<file path="src/verilog/fg_pkg.sv">
// fuel gauge register bank: shared constants, carrier structs and state types
// assumes a 250 MHz system clock and an external word-level front end for the serial bus
package fg_pkg;

    // ----------------------------------------------------------------
    // clock and time base
    // ----------------------------------------------------------------
    localparam int FG_CLK_MHZ = 250;                    // system clock rate
    localparam int FG_TICK_TIME_US = 1000;              // gauge time step, 1 ms
    localparam int FG_TICK_CYCLES = FG_TICK_TIME_US * FG_CLK_MHZ;
    localparam int FG_TICK_W = 20;                      // divider counter width
    localparam int FG_CNT_W = 12;                       // millisecond counters
    localparam int FG_FIRST_CONV_MS = 125;              // averaging after reset
    localparam int FG_CONV_MS = 500;                    // averaging per cycle
    localparam int FG_IDLE_SLEEP_MS = 2500;             // bus low time to sleep

    // ----------------------------------------------------------------
    // register map and command values
    // ----------------------------------------------------------------
    localparam logic [7:0] FG_ADDR_VOLTAGE = 8'h02;
    localparam logic [7:0] FG_ADDR_CHARGE = 8'h04;
    localparam logic [7:0] FG_ADDR_MODE = 8'h06;
    localparam logic [7:0] FG_ADDR_REVISION = 8'h08;
    localparam logic [7:0] FG_ADDR_CONFIG = 8'h0C;
    localparam logic [7:0] FG_ADDR_COMMAND = 8'hFE;
    localparam logic [15:0] FG_MODE_QUICK_START = 16'h4000;
    localparam logic [15:0] FG_CMD_FULL_RESET = 16'h0054;
    localparam logic [15:0] FG_CFG_RESET = 16'h971C;
    localparam logic [15:0] FG_READ_ZERO = 16'h0000;
    localparam logic [4:0] FG_ACC_BITS = 5'h10;         // full word transfer
    localparam logic [3:0] FG_VOLT_PAD = 4'h0;          // 12-bit result sits in 15:4
    localparam logic [5:0] FG_ALERT_THRESHOLD_BASE = 6'h20;        // threshold = 32 - field
    localparam logic [15:0] FG_CHARGE_MAX = 16'hFFFF;
    localparam logic [15:0] FG_CHARGE_MIN = 16'h0000;
    localparam int FG_STEP_1S_UV10 = 125;               // 1.25 mV step, single cell
    localparam int FG_STEP_2S_UV10 = 250;               // 2.50 mV step, two cells

    // ----------------------------------------------------------------
    // carriers and state
    // ----------------------------------------------------------------
    typedef struct packed {
        logic [7:0] model_comp;     // model_compensation
        logic sleep;                // bit 7, software sleep
        logic dont_care;            // bit 6, unwritable
        logic alert_flag;           // bit 5
        logic [4:0] alert_threshold;           // alert_threshold, complement coded
    } fg_cfg_t;

    typedef struct packed {
        logic write;                // 1 write, 0 read
        logic [7:0] addr;           // register byte address
        logic [15:0] wdata;         // write word
        logic [4:0] bits;           // bits actually transferred
    } fg_acc_t;

    typedef struct packed {
        logic [FG_TICK_W-1:0] cnt;
        logic tick;
    } fg_tick_st_t;

    typedef struct packed {
        logic [FG_CNT_W-1:0] cnt;
        logic scl_q;
        logic sda_q;
        logic fired;
        logic fire;
        logic wake;
    } fg_idle_st_t;

    typedef struct packed {
        fg_cfg_t cfg;
        logic [15:0] voltage;
        logic [15:0] charge;
        logic charge_valid;         // a charge value has been loaded
        logic armed;                // alert may fire
        logic first_conv;           // next conversion is the short one
        logic [FG_CNT_W-1:0] period;
        logic bus_sleep;
        logic qs_q;
        logic [15:0] rd_data;
        logic restart;
        logic conv_done;
        logic estimate;
        logic no_ack;
    } fg_st_t;

    // clamp a signed model result into the register range
    function automatic logic [15:0] fg_sat(input logic signed [17:0] v);
        logic [15:0] r;
        r = v[15:0];
        if (v < 18'sh0_0000) begin
            r = FG_CHARGE_MIN;
        end else if (v > 18'sh0_FFFF) begin
            r = FG_CHARGE_MAX;
        end
        return r;
    endfunction

endpackage

</file>
<file path="src/verilog/fg_tick.sv">
// fuel gauge millisecond enable divider
// assumes one system clock; run_in low freezes the phase (sleep)
`timescale 1ns/10ps
module fg_tick #(
    parameter int TICK_CYCLES = fg_pkg::FG_TICK_CYCLES
) (
    // clock and reset
    input wire logic clk_sys_in,
    input wire logic sys_rst_in,
    // control
    input wire logic clear_in,
    input wire logic run_in,
    // enable
    output logic tick_out
);
    import fg_pkg::*;

    // ----------------------------------------------------------------
    // elaboration check
    // ----------------------------------------------------------------
    if (TICK_CYCLES < 2 || TICK_CYCLES >= (1 << FG_TICK_W)) begin : g_bad_tick
        $error("fg_tick: TICK_CYCLES out of range");
    end

    localparam logic [FG_TICK_W-1:0] LAST = FG_TICK_W'(TICK_CYCLES - 1);

    fg_tick_st_t st_r;
    fg_tick_st_t st_nxt;

    // divider next state, one pulse per wrap
    always_comb begin
        st_nxt = st_r;
        st_nxt.tick = 1'b0;
        if (clear_in) begin
            st_nxt.cnt = '0;                        // restart phase with gauge
        end else if (run_in) begin
            if (st_r.cnt == LAST) begin
                st_nxt.cnt = '0;
                st_nxt.tick = 1'b1;
            end else begin
                st_nxt.cnt = st_r.cnt + 1'b1;
            end
        end
    end

    // state register
    always_ff @(posedge clk_sys_in or posedge sys_rst_in) begin
        if (sys_rst_in) begin
            st_r <= '0;
        end else begin
            st_r <= st_nxt;
        end
    end

    assign tick_out = st_r.tick;

endmodule

</file>
<file path="src/verilog/fg_idle.sv">
// fuel gauge bus idle watcher: long low on both lines, and wake edges
// assumes bus line levels already synchronous; tick_in stops while asleep
`timescale 1ns/10ps
module fg_idle (
    // clock and reset
    input wire logic clk_sys_in,
    input wire logic sys_rst_in,
    // time base and lines
    input wire logic tick_in,
    input wire logic scl_level_in,
    input wire logic sda_level_in,
    // events
    output logic idle_sleep_out,
    output logic wake_edge_out
);
    import fg_pkg::*;

    localparam logic [FG_CNT_W-1:0] IDLE_LAST = FG_CNT_W'(FG_IDLE_SLEEP_MS - 1);

    fg_idle_st_t st_r;
    fg_idle_st_t st_nxt;
    logic both_low;

    // idle counter and edge detect
    always_comb begin
        both_low = !scl_level_in && !sda_level_in;
        st_nxt = st_r;
        st_nxt.scl_q = scl_level_in;
        st_nxt.sda_q = sda_level_in;
        st_nxt.fire = 1'b0;
        st_nxt.wake = (scl_level_in && !st_r.scl_q) || (sda_level_in && !st_r.sda_q);
        if (!both_low) begin
            st_nxt.cnt = '0;                        // any high level restarts timing
            st_nxt.fired = 1'b0;
        end else if (tick_in && !st_r.fired) begin
            if (st_r.cnt == IDLE_LAST) begin
                st_nxt.fire = 1'b1;                 // one request per low stretch
                st_nxt.fired = 1'b1;
            end else begin
                st_nxt.cnt = st_r.cnt + 1'b1;
            end
        end
    end

    // state register; lines idle high after reset
    always_ff @(posedge clk_sys_in or posedge sys_rst_in) begin
        if (sys_rst_in) begin
            st_r <= '{cnt: '0, scl_q: 1'b1, sda_q: 1'b1, fired: 1'b0, fire: 1'b0, wake: 1'b0};
        end else begin
            st_r <= st_nxt;
        end
    end

    assign idle_sleep_out = st_r.fire;
    assign wake_edge_out = st_r.wake;

endmodule

</file>
<file path="src/verilog/fg_regs.sv">
// fuel gauge host register bank: voltage and charge results, commands, alert, sleep
// assumes a serial front end that hands over whole register accesses with a bit count,
// an analogue converter giving a 12-bit average, and a model giving charge results
//
// How it works
// - first conversion yields initial charge estimate
// - quick-start pin edge or 4000h restarts gauge
// - only 4000h in mode register acts
// - alert when charge falls below threshold
// - alert drives pin low, sets flag
// - pin stays low until flag cleared
// - re-arm only after rising above threshold, or on quick-start or full reset
// - alert comparison live once a charge is loaded
// - sleep keeps pending alert intact
// - both lines low long enough means sleep
// - bus edge wakes, gauging resumes
// - sleep bit sleeps until written zero
// - 0054h command fully resets, no acknowledge
// - only complete 16-bit writes commit
// - only listed register pairs decode
// - 125 ms first average, then 500 ms
// - after sleep, full period before update
// - 12-bit voltage, cell-dependent step
// - charge high byte percent, low 1/256
// - first charge update within 250 ms
// - out-of-range charge saturates
// - configuration resets to 971Ch
// - threshold complement coded, reset 1Ch
// - sleep bit resets to zero
// - bit 6 ignores writes
`timescale 1ns/10ps
module fg_regs #(
    parameter int MS_TICK_CYCLES = fg_pkg::FG_TICK_CYCLES,  // cycles per 1 ms step
    parameter logic [15:0] REVISION = 16'h0001,             // arbitrary revision value
    parameter bit TWO_CELL = 1'b0                           // two-cell pack variant
) (
    // clock and reset
    input wire logic clk_sys_in,
    input wire logic sys_rst_in,
    // register access from the serial front end
    input wire logic acc_stb_in,
    input wire fg_pkg::fg_acc_t acc_in,
    output logic [15:0] rd_data_out,
    output logic no_ack_out,
    // pins
    input wire logic restart_estimate_pin_in,
    input wire logic scl_level_in,
    input wire logic sda_level_in,
    output logic low_charge_alert_n_out,
    // converter and model side
    input wire logic [11:0] adc_voltage_in,
    input wire logic [15:0] est_charge_in,
    input wire logic charge_calc_stb_in,
    input wire logic signed [17:0] charge_calc_in,
    output logic [7:0] model_compensation_out,
    output logic conv_done_out,
    output logic restart_out,
    output logic estimate_out,
    output logic [15:0] volt_step_uv10_out,
    output logic asleep_out
);
    import fg_pkg::*;

    // ----------------------------------------------------------------
    // constants and elaboration checks
    // ----------------------------------------------------------------
    if (MS_TICK_CYCLES < 2) begin : g_bad_tick
        $error("fg_regs: MS_TICK_CYCLES must be at least 2");
    end

    localparam logic [FG_CNT_W-1:0] FIRST_LAST = FG_CNT_W'(FG_FIRST_CONV_MS - 1);
    localparam logic [FG_CNT_W-1:0] CONV_LAST = FG_CNT_W'(FG_CONV_MS - 1);
    localparam logic [15:0] VOLT_STEP = TWO_CELL ? 16'(FG_STEP_2S_UV10) : 16'(FG_STEP_1S_UV10);

    // power-on image of all state
    localparam fg_st_t ST_RESET = '{
        cfg: fg_cfg_t'(FG_CFG_RESET),
        voltage: 16'h0000,
        charge: 16'h0000,
        charge_valid: 1'b0,
        armed: 1'b1,
        first_conv: 1'b1,
        period: '0,
        bus_sleep: 1'b0,
        qs_q: 1'b0,
        rd_data: 16'h0000,
        restart: 1'b0,
        conv_done: 1'b0,
        estimate: 1'b0,
        no_ack: 1'b0
    };

    // ----------------------------------------------------------------
    // state and helpers
    // ----------------------------------------------------------------
    fg_st_t st_r;
    fg_st_t st_nxt;
    logic tick;             // 1 ms enable, halted while asleep
    logic idle_fire;        // bus held low long enough
    logic wake_edge;        // rising edge on either line
    logic asleep;           // any sleep source active
    logic commit;           // complete write this cycle
    logic wr_mode;
    logic wr_cfg;
    logic wr_cmd;
    logic do_quick;
    logic do_full;
    logic [5:0] thr_pct;    // threshold in whole percent
    logic below;            // charge under threshold
    logic [FG_CNT_W-1:0] period_last;
    fg_cfg_t wcfg;

    assign asleep = st_r.cfg.sleep || st_r.bus_sleep;

    // ----------------------------------------------------------------
    // time base and bus idle watcher
    // ----------------------------------------------------------------
    fg_tick #(
        .TICK_CYCLES(MS_TICK_CYCLES)
    ) u_tick (
        .clk_sys_in(clk_sys_in),
        .sys_rst_in(sys_rst_in),
        .clear_in(st_r.restart),
        .run_in(!asleep),
        .tick_out(tick)
    );

    fg_idle u_idle (
        .clk_sys_in(clk_sys_in),
        .sys_rst_in(sys_rst_in),
        .tick_in(tick),
        .scl_level_in(scl_level_in),
        .sda_level_in(sda_level_in),
        .idle_sleep_out(idle_fire),
        .wake_edge_out(wake_edge)
    );

    // ----------------------------------------------------------------
    // access decode
    // ----------------------------------------------------------------
    always_comb begin
        // partial writes never reach a register
        commit = acc_stb_in && acc_in.write && (acc_in.bits == FG_ACC_BITS);
        wr_mode = commit && (acc_in.addr == FG_ADDR_MODE);
        wr_cfg = commit && (acc_in.addr == FG_ADDR_CONFIG);
        wr_cmd = commit && (acc_in.addr == FG_ADDR_COMMAND);
        do_quick = (wr_mode && (acc_in.wdata == FG_MODE_QUICK_START)) ||
                   (restart_estimate_pin_in && !st_r.qs_q);
        do_full = wr_cmd && (acc_in.wdata == FG_CMD_FULL_RESET);
        wcfg = fg_cfg_t'(acc_in.wdata);
        // complement code: 00000 is 32 %, 11111 is 1 %
        thr_pct = FG_ALERT_THRESHOLD_BASE - {1'b0, st_r.cfg.alert_threshold};
        below = st_r.charge_valid && ({2'b00, st_r.charge[15:8]} < thr_pct);
        period_last = st_r.first_conv ? FIRST_LAST : CONV_LAST;
    end

    // ----------------------------------------------------------------
    // next-state logic
    // ----------------------------------------------------------------
    always_comb begin
        st_nxt = st_r;
        st_nxt.restart = 1'b0;
        st_nxt.conv_done = 1'b0;
        st_nxt.estimate = 1'b0;
        st_nxt.no_ack = 1'b0;
        st_nxt.qs_q = restart_estimate_pin_in;

        // read port: unlisted and write-only addresses answer zero
        if (acc_stb_in && !acc_in.write) begin
            case (acc_in.addr)
                FG_ADDR_VOLTAGE: begin
                    st_nxt.rd_data = st_r.voltage;
                end
                FG_ADDR_CHARGE: begin
                    st_nxt.rd_data = st_r.charge;
                end
                FG_ADDR_REVISION: begin
                    st_nxt.rd_data = REVISION;
                end
                FG_ADDR_CONFIG: begin
                    st_nxt.rd_data = st_r.cfg;
                end
                default: begin
                    st_nxt.rd_data = FG_READ_ZERO;
                end
            endcase
        end

        // configuration write; flag can only be cleared, bit 6 is fixed
        if (wr_cfg) begin
            st_nxt.cfg.model_comp = wcfg.model_comp;
            st_nxt.cfg.sleep = wcfg.sleep;
            st_nxt.cfg.alert_threshold = wcfg.alert_threshold;
            st_nxt.cfg.alert_flag = st_r.cfg.alert_flag && wcfg.alert_flag;
            st_nxt.cfg.dont_care = st_r.cfg.dont_care;
            // writing the bit to zero also ends any bus-idle sleep
            if (!wcfg.sleep) begin
                st_nxt.bus_sleep = 1'b0;
            end
        end

        // idle bus sleep; edges only wake when software did not ask for sleep
        if (idle_fire && !st_r.cfg.sleep) begin
            st_nxt.bus_sleep = 1'b1;
        end else if (wake_edge && st_r.bus_sleep) begin
            st_nxt.bus_sleep = 1'b0;
        end

        // leaving sleep: wait a whole period, short or long per first_conv, before a new voltage
        if (asleep && !(st_nxt.cfg.sleep || st_nxt.bus_sleep)) begin
            st_nxt.period = '0;
        end

        // conversion timing; everything halts while asleep
        if (tick && !asleep) begin
            if (st_r.period == period_last) begin
                st_nxt.period = '0;
                st_nxt.voltage = {adc_voltage_in, FG_VOLT_PAD};
                st_nxt.conv_done = 1'b1;
                st_nxt.first_conv = 1'b0;
                // first conversion after reset seeds the charge estimate
                if (st_r.first_conv) begin
                    st_nxt.charge = est_charge_in;
                    st_nxt.charge_valid = 1'b1;
                    st_nxt.estimate = 1'b1;
                end
            end else begin
                st_nxt.period = st_r.period + 1'b1;
            end
        end

        // later model results, clamped into range
        if (charge_calc_stb_in && !asleep && st_r.charge_valid) begin
            st_nxt.charge = fg_sat(charge_calc_in);
        end

        // alert: set wins over a clear in the same cycle; sleep does not touch it
        if (below && st_r.armed) begin
            st_nxt.cfg.alert_flag = 1'b1;
            st_nxt.armed = 1'b0;
        end else if (!below && st_r.charge_valid) begin
            st_nxt.armed = 1'b1;
        end

        // quick-start: restart gauging like power-up, keep configuration
        if (do_quick) begin
            st_nxt.first_conv = 1'b1;
            st_nxt.period = '0;
            st_nxt.charge_valid = 1'b0;
            st_nxt.armed = 1'b1;
            st_nxt.restart = 1'b1;
        end

        // full reset: back to the power-on image, transfer left unacknowledged
        if (do_full) begin
            st_nxt = ST_RESET;
            st_nxt.qs_q = restart_estimate_pin_in;
            st_nxt.restart = 1'b1;
            st_nxt.no_ack = 1'b1;
        end
    end

    // ----------------------------------------------------------------
    // state register
    // ----------------------------------------------------------------
    always_ff @(posedge clk_sys_in or posedge sys_rst_in) begin
        if (sys_rst_in) begin
            st_r <= ST_RESET;
        end else begin
            st_r <= st_nxt;
        end
    end

    // ----------------------------------------------------------------
    // outputs
    // ----------------------------------------------------------------
    assign rd_data_out = st_r.rd_data;
    assign no_ack_out = st_r.no_ack;
    assign low_charge_alert_n_out = !st_r.cfg.alert_flag;
    assign model_compensation_out = st_r.cfg.model_comp;
    assign conv_done_out = st_r.conv_done;
    assign restart_out = st_r.restart;
    assign estimate_out = st_r.estimate;
    assign volt_step_uv10_out = VOLT_STEP;
    assign asleep_out = asleep;
endmodule

</file>
<file path="config.mk">
export PLATFORM = sky130hd
export DESIGN_NAME = fg_regs
export DESIGN_NICKNAME = d
export VERILOG_FILES = /design/src/verilog/fg_pkg.sv /design/src/verilog/fg_tick.sv /design/src/verilog/fg_idle.sv /design/src/verilog/fg_regs.sv
export SDC_FILE = /design/constraint.sdc
export NUM_CORES = 1
export LEC_CHECK = 0
export ABC_AREA = 1
export BUFFER_PORTS_ARGS = -buffer_cell sky130_fd_sc_hd__buf_2
export CAP_MARGIN = 20
export CELL_PAD_IN_SITES_DETAIL_PLACEMENT = 1
export CELL_PAD_IN_SITES_GLOBAL_PLACEMENT = 2
export CORE_ASPECT_RATIO = 0.5
export CORE_UTILIZATION = 34
export DETAILED_ROUTE_END_ITERATION = 8
export PLACE_DENSITY_LB_ADDON = 0.1
export SLEW_MARGIN = 20
export SYNTH_ARGS = -nofsm -noshare
export SYNTH_HDL_FRONTEND = slang
export SYNTH_SLANG_ARGS = --single-unit
export TNS_END_PERCENT = 50
</file>
<file path="constraint.sdc">
create_clock -name clk_sys_in -period 10.14 [get_ports clk_sys_in]
set_input_delay 2.028 -clock clk_sys_in [delete_from_list [all_inputs] [get_ports clk_sys_in]]
set_output_delay 2.028 -clock clk_sys_in [all_outputs]
set_load 0.05 [all_outputs]
</file>
### Word-level counts from Yosys, hierarchy flattened

Cells that the tools add are included.
W data, S select, Z words.

* bits in registers: 123
* output and inout port bits: 46
* logic and storage cells: 146

* $add $sub $neg: 4
* order comparisons: 3
* equality and inequality tests: 16
* mux-type cells: 39
* reductions and logical operators: 58

Operators by type and width (number)
* $mux W85: 1
* $mux W16: 5
* $mux W33: 2
* $pmux W16 S4: 1
* $mux W12: 5
* $mux W20: 2
* $add A12 B1 Y12 const B: 2
* $logic_and A1 B1 Y1: 23
* $mux W21: 1
* $reduce_bool A3 Y1: 7
* $add A20 B1 Y20 const B: 1
* $eq A20 B18 Y1 const B: 1
* $gt A18 B17 Y1 const B: 1
* $lt A18 B1 Y1 const B: 1
* $mux W17: 1
* $eq A16 B15 Y1 const B: 1
* $eq A16 B7 Y1 const B: 1
* $eq A8 B3 Y1 const B: 2
* $eq A8 B4 Y1 const B: 2
* $mux W15: 1
* $mux W1: 14
* $mux W13: 1
* $eq A12 B12 Y1 const B: 1
* $eq A12 B9 Y1: 1
* other kinds (14): 42

### Logic depth before layout (Yosys ltp)

* depth after elaboration: 13
* depth in mapped cells: 12

### Modules after synthesis

Synthesis repeated with hierarchy kept, for this count alone.

* cell total of the unflattened synthesis: 1012
* area, all modules: 7395.8 sq um

Modules (own cells, without submodules)
* fg_regs: times used 1, cells an instance 720, area an instance 5162.5 sq um, sequential area each 2014.4 sq um
* fg_tick: times used 1, cells an instance 167, area an instance 1266.2 sq um, sequential area each 525.5 sq um
* fg_idle: times used 1, cells an instance 125, area an instance 967.2 sq um, sequential area each 427.9 sq um

### Worst setup path after synthesis

Ideal clock, no wire load.

* path type: in2reg
* from: input port acc_in[28] in the netlist's numbering
* to: register st_r[25] in the netlist's numbering
* setup time: 0.118 ns
* arrival time: 3.075 ns
* data required time: 10.022 ns
* path slack: 6.947 ns
* cell stages on the path: 10
* path buffers: 2
* cells stage by stage: nor2_1 -> nand2_1 -> nor2_2 -> buf_6 -> nand3_2 -> a21oi_1 -> nand2_1 -> buf_6 -> nand3_1 -> nand2_1

* longest elaborated chain between the ends: 9
* elaborated cells on any way between the ends: 19
* classes of those cells: 3 x eq/ne; 6 x mux; 10 x reduce/logical

Ends and longest elaborated chain
* from (decl): line fg_regs.sv:42 `input wire fg_pkg::fg_acc_t acc_in,`
* $eq A8 B4 Y1: line fg_regs.sv:145 `wr_cfg = commit && (acc_in.addr == FG_ADDR_CONFIG);`
* $logic_and A1 B1 Y1: line fg_regs.sv:145
* $mux W1: line fg_regs.sv:190 `if (wr_cfg) begin`
* $mux W1: line fg_regs.sv:205 `end else if (wake_edge && st_r.bus_sleep) begin`
* $mux W1: line fg_regs.sv:203 `if (idle_fire && !st_r.cfg.sleep) begin`
* $logic_or A1 B1 Y1: line fg_regs.sv:210 `if (asleep && !(st_nxt.cfg.sleep || st_nxt.bus_sleep)) begin`
* $logic_not A1 Y1: line fg_regs.sv:210
* $logic_and A1 B1 Y1: line fg_regs.sv:210
* $reduce_bool A4 Y1 (no source line)
* to (signal assigned): line fg_regs.sv:270 `st_r <= st_nxt;`
* to (decl): line fg_regs.sv:96 `fg_st_t st_r;`

Several ways; a longest one is shown, not always the timed one. The select of a mux whose other input is x is not followed.
A chain may end at the register's enable or synchronous reset.

### Worst setup path in the final report

* from: input port acc_in[26] in the netlist's numbering
* to: register st_r[22] in the netlist's numbering

Same word-level chain as after synthesis.

==> impl_metrics.py <==
metrics = {
    "run_status": {
        "status": "complete, no violations",
    },
    "place": {
        "dp_hpwl_mm": 16.3,
        "port_buffers": 112,
        "routabilityCongestion": 0.796,
        "dp.cells": 1361,
    },
    "synth": {
        "synth_seq_cells": 118,
        "synthCells": 1029,
        "synth_flop_cell": "dfrtp_1",
        "synth.area.mux_share": 0,
        "synthTopCellsByArea": "dfrtp_1, nand2_1, nor2_1, nand3_1, inv_1",
        "synthXorXnorAreaFrac": 0.0312,
        "ys_seq_area_frac": 0.407,
        "syn_area_per_cell_sq_um": 7.09,
        "synthDominantCellAreaShare": 0.364,
        "synthSimpleGateAreaFrac": 0.354,
        "synth_edf_count": 0,
        "synth_top_family_by_area": "simple AND/OR/NAND/NOR gates",
        "ys_types": 41,
        "synth_async_sr_flop_share": 1.00,
        "yosysWarningCount": 0,
        "synth.largest_area_cell": "dfrtp_1",
        "syn_area_sq_um": 7290,
        "synth_compound_area_frac": 0.0727,
        "synthAdderAreaFrac": 0.0154,
    },
    "sta": {
        "min_period_over_period": 0.390,
        "finClkSkew_ns": 0.00866,
        "hold_viol_final": 0,
        "slew_headroom": 0.344,
        "finalSetupViolCount": 0,
        "drv_slew": 0,
        "fmax_mhz": 253,
        "finalCriticalPeriod_ns": 3.96,
        "rsz0062_at_grt": "no",
        "max_slew.worst_pin.slew_ns": 0.984,
        "setup_tns_ns": 0,
    },
    "finish": {
        "area_growth_pct": 15.0,
        "antenna_cells": 0,
        "drive_gt1_frac": 0.179,
        "final_cells": 1393,
        "nets": 1199,
        "mostFrequentLayoutCell": "nand2_1",
        "final_cell_mix": "nand2_1, nor2_1, buf_2",
        "fillers": 2673,
    },
    "setup_path": {
        "critPathKind": "in -> reg",
        "r2r-end": "u_tick.st_r[16]",
        "cp.arrival_ns": 4.30,
        "reg2reg_from": "u_tick.st_r[1]",
        "rrSetupSlack_ns": 7.91,
        "worstSetupStartpointType": "input port",
        "cp_max_fo": 22,
        "cp_data_required_time_ns": 10.49,
        "critPathCaptureType": "flop",
        "r2r_cells": 8,
    },
    "worst_hold_path": {
        "worstHoldStart": "rd_data_out[6]",
        "holdCritPathClass": "reg -> reg",
        "whs_endpoint": "rd_data_out[6]",
        "min_path_cells": 2,
    },
    "global_routing": {
        "grt_max_degree": 77,
        "met1_usage": 0.284,
        "grt_overflow": 0,
        "met3_usage": 0.0367,
        "busiest_layer": "met2",
        "grt_util_all_layers": 0.206,
        "grt_pass1_wl_mm": 36.0,
        "grtUsageMet2": 0.339,
        "antenna_found_initial": 0,
        "grt_pass1_vias": 6929,
    },
    "floorplanning": {
        "ios": 129,
        "die_width_microns": 209,
        "dieArea_sq_um": 22100,
        "num_rows": 37,
        "dieHeight_microns": 106,
        "core_area_sq_um": 20800,
        "initial_core_util": 0.351,
    },
    "drt": {
        "via_per_inst": 4.84,
        "drt-initial-drc-count": 258,
        "vias": 6740,
        "wl_per_cell_microns": 15.4,
        "drc_errors": 0,
        "routed_wl_mm": 21.5,
        "detail-route-antenna-nets": 0,
        "first_pass_iters": 5,
    },
    "clock_network": {
        "cts_setup_buffers": 0,
        "cts.clk_slew.worst_paths_ns": 0.06,
        "cts_buffers": 17,
        "cts_sinks": 118,
        "ctsHoldBuffers": 0,
        "insertion_delay_ns": 0.42,
        "cts-resized-gates": 0,
        "cts-root-buf": "clkbuf_16",
        "clockBufferDepth": 2,
        "cts_tree": "yes",
        "htree_levels": 4,
    },
    "flow_run": {
        "drv_cap": 0,
    },
    "power": {
        "power.leakage_nw": 4.23,
        "cellPowerDensity_nw_per_um2": 140,
        "ir_drop_uv": 92.6,
    },
}
==> registers in the layout, summed over array words and instances, names as in the netlist <==
| signal | flops |
|---|---|
| u_idle.wake_edge_out | 1 |
| rd_data_out | 16 |
| u_tick.st_r | 20 |
| u_tick.tick_out | 1 |
| estimate_out | 1 |
| conv_done_out | 1 |
| st_r | 52 |
| model_compensation_out | 8 |
| u_idle.idle_sleep_out | 1 |
| u_idle.st_r | 15 |
| no_ack_out | 1 |
| restart_out | 1 |
==> worst max-delay path: stages <==
cell and delay [ns]:
buf_2 0.10, nor2_1 0.14, nand2_1 0.14, nor2_2 0.41, nand2_1 0.55, nand2_1 0.26
a21oi_1 0.09, nand2_1 0.33, nand3_1 0.13, nand2_1 0.11
==> routing by layer <==
layer | part of all wire | up-vias
met5 | 0 | -
met4 | 0.0038 | 0
met3 | 0.024 | 12
met2 | 0.46 | 100
met1 | 0.51 | 3275
li1 | - | 3353
==> stage by stage <==
step | setup slack, ns | hold WS (ns) | instance area, sq um | utilization | total power [mW]
2_1_floorplan | 5.00 | 0.442 | 7350 | - | 0.547
5_1_grt | 5.84 | 0.502 | 8390 | 0.403 | 1.22
6_report | 6.18 | 0.471 | 8390 | 0.403 | 1.17
3_3_place_gp | 5.91 | 0.457 | 7790 | 0.375 | 0.573
4_1_cts | 6.18 | 0.475 | 8390 | 0.403 | 1.19
3_5_place_dp | 5.77 | 0.459 | 7790 | 0.375 | 0.575
==> cells by family (layout without fill, tap and decap cells) <==
kind of cell	after synthesis	count (layout)
adder cells (fa/ha/maj)	9	9
buffers and inverters	172	249
AND/OR/NAND/NOR	609	609
AO/OA/AOI/OAI	93	93
XOR/XNOR	26	26
other	2	16
flip-flops	118	118
==> worst max-delay path by stage <==
stage,start,endpoint,cells after the start
after floorplan,sys_rst_in,conv_done_out,1
after global placement,acc_in[28],st_r[32],10
after detailed placement,acc_in[26],st_r[22],10
after CTS,acc_in[26],st_r[22],10
after global routing,acc_in[26],st_r[26],10
final,acc_in[26],st_r[22],10
==> synth_stat cells, types with 3 or more instances <==
cell type,number
o21ai_1,3
nor2_2,4
nor3_1,12
buf_4,43
clkinv_1,4
dfrtp_1,106
nand3_2,3
xor2_1,20
inv_1,93
dfstp_2,12
o211ai_1,8
buf_2,13
nand4_1,12
nor2_1,137
o21ai_0,38
nand2_1,330
nand3_1,84
inv_2,5
a21oi_1,27
o22ai_1,10
buf_6,4
xnor2_1,6
ha_1,9
nor2_4,3
nor4_1,3
clkbuf_1,9
nand2_2,15
==> report_power, final <==
part | switching (mW) | total [mW] | internal (mW)
clock network | 0.237 | 0.607 | 0.369
registers | 0.00658 | 0.486 | 0.479
logic | 0.0560 | 0.0790 | 0.0230
total | 0.300 | 1.17 | 0.872
==> final cells by class <==
class,instances,area (sq um),area share
clock buffer,18,439,0.0524
clock inverter,14,153,0.0182
inverter,102,385,0.0460
multi-input combinational,753,3520,0.419
sequential,118,2970,0.354
tap,273,342,0.0407
timing repair buffer,115,583,0.0695
Power figures use the tool's default switching activity.
